[src/rtl/ubrg_pkg.sv]
// constants, register map and state codes of the uart baud rate generator
// assumes one 125 MHz peripheral clock; the timer output comes from logic on that clock
// Behaviour
// - source field selects timer, clock/2, /8, /32
// - base clock held low while port power off
// - tx counter zero unless power and tx enable
// - tx counter counts once power and tx enable
// - first tx data write clears tx counter
// - rx counter zero unless power and rx enable
// - rx counter idle until falling edge start
// - rx counter stops after frame until start
// - five-bit counters clocked by chosen base clock
// - divisor k in bits 4:0, 8 to 31
// - bit period spans 2k base clocks
// - timer output feeds generator regardless pin enable
// - separate independent tx and rx counters
// - count k after edge, low confirms start
package ubrg_pkg;
    // register byte addresses on the plain port
    localparam logic [4:0] ADDR_BAUD = 5'h00; // baud control register
    localparam logic [4:0] ADDR_MODE = 5'h04; // serial mode register
    localparam logic [4:0] ADDR_STAT = 5'h08; // live status, read only
    localparam logic [4:0] ADDR_TXCNT = 5'h0C; // tx counter value, read only
    localparam logic [4:0] ADDR_RXCNT = 5'h10; // rx counter value, read only
    // baud control fields
    localparam int SRC_HI = 7; // clock source select msb
    localparam int SRC_LO = 6; // clock source select lsb
    localparam int DIV_HI = 4; // divisor select msb
    localparam int DIV_LO = 0; // divisor select lsb
    // serial mode fields
    localparam int PWR_BIT = 7; // port power bit
    localparam int TXE_BIT = 6; // tx enable bit
    localparam int RXE_BIT = 5; // rx enable bit
    // status fields
    localparam int ST_RUN = 7; // rx frame in progress
    localparam int ST_CHK = 6; // rx start bit being confirmed
    localparam int ST_TXS = 5; // tx serial clock level
    localparam int ST_RXS = 4; // rx serial clock level
    // reset values
    localparam logic [7:0] BAUD_RST = 8'h48; // clock/2, k = 8
    localparam logic [7:0] MODE_RST = 8'h00; // powered down
    localparam logic [7:0] ZERO8 = 8'h00;
    localparam logic [4:0] ZERO5 = 5'h00;
    localparam logic [4:0] ONE5 = 5'h01;
    // clock source codes
    localparam logic [1:0] SRC_TIMER = 2'h0; // timer channel output
    localparam logic [1:0] SRC_DIV2 = 2'h1; // peripheral clock / 2
    localparam logic [1:0] SRC_DIV8 = 2'h2; // peripheral clock / 8
    localparam logic [1:0] SRC_DIV32 = 2'h3; // peripheral clock / 32
    // prescaler masks: all masked bits set marks the divided tick
    localparam logic [4:0] PRE_MASK2 = 5'h01;
    localparam logic [4:0] PRE_MASK8 = 5'h07;
    localparam logic [4:0] PRE_MASK32 = 5'h1F;
    localparam logic [4:0] K_MIN = 5'h08; // smallest legal divisor
    // receive counter states
    typedef enum logic [2:0] {
        UBRG_RX_IDLE = 3'b001,
        UBRG_RX_CHECK = 3'b010,
        UBRG_RX_RUN = 3'b100
    } ubrg_rx_state_t;
endpackage

[src/rtl/ubrg_top.sv]
// baud rate generator: base clock selector, tx and rx five-bit bit-clock counters
// assumes the register master and the shifters run on ref_clk_i; the serial pin is async
//
// Implementation choices: the register addresses and strobed register access.
`timescale 1ns/1ps
module ubrg_top (
    input wire logic ref_clk_i, // 125 MHz peripheral clock
    input wire logic rst_i, // synchronous, active high
    input wire logic [4:0] addr_i, // register byte address
    input wire logic [7:0] wdata_i, // register write data
    input wire logic wr_i, // write strobe
    input wire logic rd_i, // read strobe
    input wire logic tx_load_i, // tx shift register written
    input wire logic rx_frame_done_i, // rx shifter took the stop bit
    input wire logic timer_channel_output_i, // timer output, same clock
    input wire logic serial_input_pin_i, // rx pin, asynchronous
    output logic [7:0] rdata_o, // read data, cycle after rd_i
    output logic base_tick_o, // one base clock pulse
    output logic tx_sclk_o, // tx bit clock
    output logic rx_sclk_o, // rx bit clock
    output logic rx_start_o // start bit confirmed pulse
);
    import ubrg_pkg::*;

    // terminal count for divisor k; a divisor below the legal range is a software fault
    function automatic logic at_end(input logic [4:0] cnt, input logic [4:0] k);
        at_end = (cnt >= (k - ONE5));
    endfunction

    logic [7:0] baud_q, baud_d; // baud control register
    logic [7:0] mode_q, mode_d; // serial mode register
    logic [7:0] rdata_q, rdata_d; // read data holder
    logic [4:0] pre_q, pre_d; // free prescaler
    logic tmr_q, tmr_d; // last timer output level
    logic base_q, base_d; // registered base tick
    logic sync1_q, sync2_q, sync3_q; // pin synchroniser and edge history
    logic [4:0] tx_cnt_q, tx_cnt_d; // tx counter
    logic tx_sclk_q, tx_sclk_d; // tx bit clock
    logic tx_first_q, tx_first_d; // next load is the first word
    logic [4:0] rx_cnt_q, rx_cnt_d; // rx counter
    logic rx_sclk_q, rx_sclk_d; // rx bit clock
    logic rx_start_q, rx_start_d; // start confirmed pulse
    ubrg_rx_state_t rx_st_q, rx_st_d; // rx counter state
    logic [1:0] src; // chosen clock source
    logic [4:0] k; // divisor
    logic pwr, tx_en, rx_en; // gating levels
    logic fall; // falling edge on synced pin

    assign src = baud_q[SRC_HI:SRC_LO];
    assign k = baud_q[DIV_HI:DIV_LO];
    assign pwr = mode_q[PWR_BIT];
    assign tx_en = pwr & mode_q[TXE_BIT];
    assign rx_en = pwr & mode_q[RXE_BIT];
    // edge looks at second and third stages only, never the first
    assign fall = sync3_q & ~sync2_q;

    // register writes and reads
    always_comb begin
        baud_d = baud_q;
        mode_d = mode_q;
        rdata_d = ZERO8; // unmapped and idle reads give zero
        if (wr_i) begin
            if (addr_i == ADDR_BAUD) begin
                baud_d = wdata_i;
            end else if (addr_i == ADDR_MODE) begin
                mode_d = wdata_i;
            end
        end
        if (rd_i) begin
            if (addr_i == ADDR_BAUD) begin
                rdata_d = baud_q;
            end else if (addr_i == ADDR_MODE) begin
                rdata_d = mode_q;
            end else if (addr_i == ADDR_STAT) begin
                rdata_d = ZERO8;
                rdata_d[ST_RUN] = (rx_st_q == UBRG_RX_RUN);
                rdata_d[ST_CHK] = (rx_st_q == UBRG_RX_CHECK);
                rdata_d[ST_TXS] = tx_sclk_q;
                rdata_d[ST_RXS] = rx_sclk_q;
            end else if (addr_i == ADDR_TXCNT) begin
                rdata_d = {3'h0, tx_cnt_q};
            end else if (addr_i == ADDR_RXCNT) begin
                rdata_d = {3'h0, rx_cnt_q};
            end
        end
    end

    always_ff @(posedge ref_clk_i) begin
        if (rst_i) begin
            baud_q <= BAUD_RST;
            mode_q <= MODE_RST;
            rdata_q <= ZERO8;
        end else begin
            baud_q <= baud_d;
            mode_q <= mode_d;
            rdata_q <= rdata_d;
        end
    end

    // base clock selection; the timer output is taken internally, so the
    // timer's pin enable has no say here
    always_comb begin
        pre_d = pre_q + ONE5;
        tmr_d = timer_channel_output_i;
        base_d = 1'b0;
        if (src == SRC_TIMER) begin
            base_d = timer_channel_output_i & ~tmr_q;
        end else if (src == SRC_DIV2) begin
            base_d = ((pre_q & PRE_MASK2) == PRE_MASK2);
        end else if (src == SRC_DIV8) begin
            base_d = ((pre_q & PRE_MASK8) == PRE_MASK8);
        end else begin
            base_d = ((pre_q & PRE_MASK32) == PRE_MASK32);
        end
        if (!pwr) begin
            base_d = 1'b0;
        end
    end

    always_ff @(posedge ref_clk_i) begin
        if (rst_i) begin
            pre_q <= ZERO5;
            tmr_q <= 1'b0;
            base_q <= 1'b0;
            sync1_q <= 1'b1;
            sync2_q <= 1'b1;
            sync3_q <= 1'b1;
        end else begin
            pre_q <= pre_d;
            tmr_q <= tmr_d;
            base_q <= base_d;
            sync1_q <= serial_input_pin_i;
            sync2_q <= sync1_q;
            sync3_q <= sync2_q;
        end
    end

    // tx counter: its own five bits, so tx timing never waits on rx
    always_comb begin
        tx_cnt_d = tx_cnt_q;
        tx_sclk_d = tx_sclk_q;
        tx_first_d = tx_first_q;
        if (!tx_en) begin
            tx_cnt_d = ZERO5;
            tx_sclk_d = 1'b0;
            tx_first_d = 1'b1;
        end else if (tx_load_i && tx_first_q) begin
            tx_cnt_d = ZERO5;
            tx_sclk_d = 1'b0;
            tx_first_d = 1'b0;
        end else if (base_q) begin
            // toggle every k ticks gives a 2k-tick bit period
            if (at_end(tx_cnt_q, k)) begin
                tx_cnt_d = ZERO5;
                tx_sclk_d = ~tx_sclk_q;
            end else begin
                tx_cnt_d = tx_cnt_q + ONE5;
            end
        end
    end

    always_ff @(posedge ref_clk_i) begin
        if (rst_i) begin
            tx_cnt_q <= ZERO5;
            tx_sclk_q <= 1'b0;
            tx_first_q <= 1'b1;
        end else begin
            tx_cnt_q <= tx_cnt_d;
            tx_sclk_q <= tx_sclk_d;
            tx_first_q <= tx_first_d;
        end
    end

    // rx counter: idle, confirm start after k ticks, then run for one frame
    always_comb begin
        rx_cnt_d = rx_cnt_q;
        rx_sclk_d = rx_sclk_q;
        rx_st_d = rx_st_q;
        rx_start_d = 1'b0;
        if (!rx_en) begin
            rx_cnt_d = ZERO5;
            rx_sclk_d = 1'b0;
            rx_st_d = UBRG_RX_IDLE;
        end else begin
            case (rx_st_q)
                UBRG_RX_IDLE: begin
                    rx_cnt_d = ZERO5;
                    rx_sclk_d = 1'b0;
                    if (fall) begin
                        rx_st_d = UBRG_RX_CHECK;
                    end
                end
                UBRG_RX_CHECK: begin
                    if (base_q) begin
                        if (at_end(rx_cnt_q, k)) begin
                            rx_cnt_d = ZERO5;
                            // a glitch shorter than k ticks is dropped here
                            if (!sync2_q) begin
                                rx_st_d = UBRG_RX_RUN;
                                rx_start_d = 1'b1;
                            end else begin
                                rx_st_d = UBRG_RX_IDLE;
                            end
                        end else begin
                            rx_cnt_d = rx_cnt_q + ONE5;
                        end
                    end
                end
                UBRG_RX_RUN: begin
                    if (rx_frame_done_i) begin
                        rx_st_d = UBRG_RX_IDLE;
                        rx_cnt_d = ZERO5;
                        rx_sclk_d = 1'b0;
                    end else if (base_q) begin
                        if (at_end(rx_cnt_q, k)) begin
                            rx_cnt_d = ZERO5;
                            rx_sclk_d = ~rx_sclk_q;
                        end else begin
                            rx_cnt_d = rx_cnt_q + ONE5;
                        end
                    end
                end
                default: begin
                    rx_st_d = UBRG_RX_IDLE;
                    rx_cnt_d = ZERO5;
                end
            endcase
        end
    end

    always_ff @(posedge ref_clk_i) begin
        if (rst_i) begin
            rx_cnt_q <= ZERO5;
            rx_sclk_q <= 1'b0;
            rx_st_q <= UBRG_RX_IDLE;
            rx_start_q <= 1'b0;
        end else begin
            rx_cnt_q <= rx_cnt_d;
            rx_sclk_q <= rx_sclk_d;
            rx_st_q <= rx_st_d;
            rx_start_q <= rx_start_d;
        end
    end

    assign rdata_o = rdata_q;
    assign base_tick_o = base_q;
    assign tx_sclk_o = tx_sclk_q;
    assign rx_sclk_o = rx_sclk_q;
    assign rx_start_o = rx_start_q;

    // checks beside the logic they guard
    property p_div2_tick;
        @(posedge ref_clk_i) disable iff (rst_i)
        (pwr && src == SRC_DIV2 && pre_q[0] && !wr_i) |=> base_q;
    endproperty
    a_div2_tick: assert property (p_div2_tick) else $error("div2 tick missing");

    property p_power_gate;
        @(posedge ref_clk_i) disable iff (rst_i)
        (!pwr && !wr_i) [*2] |=> !base_q;
    endproperty
    a_power_gate: assert property (p_power_gate) else $error("base tick while off");

    property p_tx_halt;
        @(posedge ref_clk_i) disable iff (rst_i)
        !tx_en |=> (tx_cnt_q == ZERO5) && !tx_sclk_q;
    endproperty
    a_tx_halt: assert property (p_tx_halt) else $error("tx counter not held");

    property p_tx_count;
        @(posedge ref_clk_i) disable iff (rst_i)
        (tx_en && base_q && !at_end(tx_cnt_q, k) && !(tx_load_i && tx_first_q))
            |=> tx_cnt_q == $past(tx_cnt_q) + ONE5;
    endproperty
    a_tx_count: assert property (p_tx_count) else $error("tx counter stalled");

    property p_tx_load;
        @(posedge ref_clk_i) disable iff (rst_i)
        (tx_en && tx_load_i && tx_first_q) |=> (tx_cnt_q == ZERO5) && !tx_first_q;
    endproperty
    a_tx_load: assert property (p_tx_load) else $error("tx load did not clear");

    property p_tx_toggle;
        @(posedge ref_clk_i) disable iff (rst_i)
        (tx_en && base_q && at_end(tx_cnt_q, k) && !(tx_load_i && tx_first_q))
            |=> (tx_sclk_q != $past(tx_sclk_q)) && (tx_cnt_q == ZERO5);
    endproperty
    a_tx_toggle: assert property (p_tx_toggle) else $error("tx sclk no toggle");

    property p_rx_halt;
        @(posedge ref_clk_i) disable iff (rst_i)
        !rx_en |=> (rx_cnt_q == ZERO5) && (rx_st_q == UBRG_RX_IDLE);
    endproperty
    a_rx_halt: assert property (p_rx_halt) else $error("rx counter not held");

    property p_rx_idle;
        @(posedge ref_clk_i) disable iff (rst_i)
        (rx_st_q == UBRG_RX_IDLE && !fall) |=> (rx_st_q == UBRG_RX_IDLE) && (rx_cnt_q == ZERO5);
    endproperty
    a_rx_idle: assert property (p_rx_idle) else $error("rx left idle early");

    property p_rx_stop;
        @(posedge ref_clk_i) disable iff (rst_i)
        (rx_st_q == UBRG_RX_RUN && rx_frame_done_i) |=> (rx_st_q == UBRG_RX_IDLE) && !rx_sclk_q;
    endproperty
    a_rx_stop: assert property (p_rx_stop) else $error("rx ran past frame");

    property p_rx_start;
        @(posedge ref_clk_i) disable iff (rst_i)
        (rx_en && rx_st_q == UBRG_RX_CHECK && base_q && at_end(rx_cnt_q, k) && !sync2_q)
            |=> rx_start_q && (rx_st_q == UBRG_RX_RUN) ##1 !rx_start_q;
    endproperty
    a_rx_start: assert property (p_rx_start) else $error("start not confirmed");

endmodule // ubrg_top

[config.mk]
export PLATFORM = sky130hd
export DESIGN_NAME = ubrg_top
export DESIGN_NICKNAME = d
export VERILOG_FILES = /design/src/rtl/ubrg_pkg.sv /design/src/rtl/ubrg_top.sv
export SDC_FILE = /design/constraint.sdc
export NUM_CORES = 1
export LEC_CHECK = 0
export ABC_CLOCK_PERIOD_IN_PS = 2800
export BUFFER_PORTS_ARGS = -buffer_cell sky130_fd_sc_hd__buf_2
export CAP_MARGIN = 25
export CORE_UTILIZATION = 50
export DETAILED_ROUTE_END_ITERATION = 10
export PLACE_DENSITY = 0.7
export SLEW_MARGIN = 10
export SYNTH_ARGS = -nofsm -noshare
export SYNTH_HDL_FRONTEND = slang
export SYNTH_SLANG_ARGS = --single-unit
[constraint.sdc]
create_clock -name ref_clk_i -period 2.8 [get_ports ref_clk_i]
set_clock_uncertainty 0.05 [all_clocks]
set_input_delay 0.42 -clock ref_clk_i [delete_from_list [all_inputs] [get_ports ref_clk_i]]
set_output_delay 0.42 -clock ref_clk_i [all_outputs]
set_load 0.005 [all_outputs]
==> metrics <==
Main synth FF type=dfxtp_1; Achievable Freq=about 410 MHz; Worst-Margin Slew=476 ps; min cycle time layout=roughly 2500 ps; Placer Congestion=approximately 0.86; register area share after synthesis=0.411; Syn-to-layout area delta=12.3%; max capacitance violation total=0; combinational share of power=0.057; post-cts resize count=0; syn nets=313; post-DP HPWL=about 4000 µm; crit-path max FO=4; CP Capture Type=flop; Syn Area/Cell=8.87 µm²; cell count after synthesis=280; Final setup viols=0; worst reg2reg endpoint=rx_st_q[2]; initial core utilization=0.522; origin of the worst setup path=baud_q[0]; HP Class=in2reg; total negative slack=0 ps; Clk pwr share=0.359; vias in the first global route=approximately 1.9k; crit start category=flop; area share of the largest cell type after synthesis=0.411; LEAKAGE=roughly 1.1 nW; gr usage total=0.219; die height=between 70 and 80 µm; Tcrit/Tclk final=0.876; reg2reg setup slack=350 ps; nets=341; Ys Warns=0; latest clock arrival within the worst-skew pair=300 ps; Die W=72.5 µm; switching pwr=0.298 mW; slew margin rel.=0.683; total internal power=0.965 mW; Setup crit end=rx_st_q[2]; via count=around 2k; count leader, synth=dfxtp_1; Crit Path Category=reg2reg; Seq cells post-synth=between 50 and 60; Post-Syn Area=approximately 0.0025 mm²; CTS tree=yes; Switching Fraction=0.236; cell taking the most area after synthesis=dfxtp_1; clock tree buffer depth=2; Clock Sink Count=51; I/O pin count=33; first drt pass iteration count=4; Worst EP arrival=around 2600 ps; layout cells sized above 1=0.194; synth top area cells=dfxtp_1 41%, ha_1 6.0%, a21oi_1 4.8%; VDD IR max=0.335 mV; routed wire length=between 5000 and 6000 µm; drc violations=0; # diodes=0; fin util=0.587; RSZ-0062 raised after global routing=false; H-tree levels=2; GRT Residual Overflow=0; post-DR vias/cell=5.47; post-CTS setup buffer count=0; Root Driver=clkbuf_8; CTS Hold Bufs=0; first-pass GRT wire length=8980 µm; reg2reg start=baud_q[0]; Hold Fails Final Rpt=0; Wirelength per Cell=14.2 µm; clk slew on worst S/H paths=100 ps; Max Transition Viols Final=0; Pwr Density=453 mW/mm²; async set-or-reset flop fraction in the synthesized netlist=0; number of flops mapped to enable cells by yosys=0; R2R cell count=10; 1st-iter DRT viols=117; Seq pwr share=0.585; largest net degree at the start of global routing=29; cts bufs inserted=5; IO buf count=32; CORE AREA=0.00475 mm²; area of the die=around 0.0053 mm²; distinct cell type count of the synthesized netlist=52; required time of the critical path=2990 ps; Cell Rows=25; most frequent cells after synthesis=51 x dfxtp_1, 26 x nand2_1, 24 x a21oi_1; antenna violations before repair=0; post-route ant nets=0; status=complete, no violations
[metal layers]
metal,track usage,part of all wire
met5,0,0
met1,0.297,0.49
met4,0.0588,0.012
met2,0.356,0.45
met3,0.0403,0.038
[state kept, by name, summed over array words and instances, names as in the netlist, 3 cells and up]
| signal | count |
|---|---|
| mode_q | 8 |
| baud_q | 8 |
| rdata_o | 8 |
| pre_q | 5 |
| rx_st_q | 3 |
| tx_cnt_q | 5 |
| rx_cnt_q | 5 |
[worst max-delay path: stages (launching register included)]
cell,delay (ps)
dfxtp_1,400
inv_1,100
ha_1,230
xnor2_1,150
ha_1,290
o21ai_0,90
o21bai_1,150
maj3_1,240
o21ai_2,80
or3_1,390
a211oi_2,220
[through the flow]
stage	power, mW	setup slack [ps]	hold slack, ps	cells	cell area (µm²)
after global routing	1.31	174	241	376	2790
after global placement	0.825	484	344	368	2690
after CTS	1.27	346	237	376	2790
after floorplan	0.801	567	339	280	2480
after detailed placement	0.826	364	346	368	2690
final	1.26	347	239	376	2790
[cell usage in the layout (no fill, tap or decap), drive strengths merged, types with 6 or more instances in the layout]
cell type	netlist	layout
a21oi	25	25
ha	12	12
nand2	26	26
xor2	7	7
nor2	24	24
nor3	7	7
buf	3	35
nand2b	6	6
dfxtp	51	51
nor3b	6	6
clkbuf	11	6
nand3	18	18
inv	9	10
[layout make-up]
type / instances / area [µm²]
Fill cell: 455 / 1960
Multi-Input combinational cell: 206 / 1370
Sequential cell: 51 / 1020
Timing Repair Buffer: 35 / 183
Tap cell: 67 / 83.8
Clock buffer: 6 / 82.6
Inverter: 9 / 33.8
Clock inverter: 2 / 13.8
[worst min-delay path by stage]
stage | slack (ps) | cells past startpoint | startpoint | to
5_1_grt | 240 | 2 | serial_input_pin_i | sync1_q
4_1_cts | 240 | 2 | serial_input_pin_i | sync1_q
2_1_floorplan | 340 | 1 | sync1_q | sync2_q
3_5_place_dp | 350 | 1 | sync1_q | sync2_q
3_3_place_gp | 340 | 1 | sync1_q | sync2_q
6_report | 240 | 2 | serial_input_pin_i | sync1_q
[power groups by stage]
| stage | Combinational, mW | Clock (mW) | Sequential [mW] |
|---|---|---|---|
| 2_1_floorplan | 0.0472 | 0 | 0.754 |
| 3_3_place_gp | 0.0699 | 0 | 0.755 |
| 3_5_place_dp | 0.0708 | 0 | 0.756 |
| 4_1_cts | 0.0715 | 0.461 | 0.739 |
| 5_1_grt | 0.0786 | 0.493 | 0.740 |
| 6_report | 0.0716 | 0.453 | 0.738 |
[logic make-up (layout without fill, tap and decap cells)]
family / after synthesis / after routing / share of synthesized area
buffers and inverters: 23 / 52 / 0.0363
DFF: 51 / 51 / 0.411
adders and majority gates: 13 / 13 / 0.0645
AOI/OAI and AO/OA: 66 / 66 / 0.190
and+or+nand+nor: 111 / 111 / 0.229
xor gates and xnor gates: 11 / 11 / 0.0494
muxes: 5 / 5 / 0.0202
No activity file was read; power rests on OpenSTA's default activity.
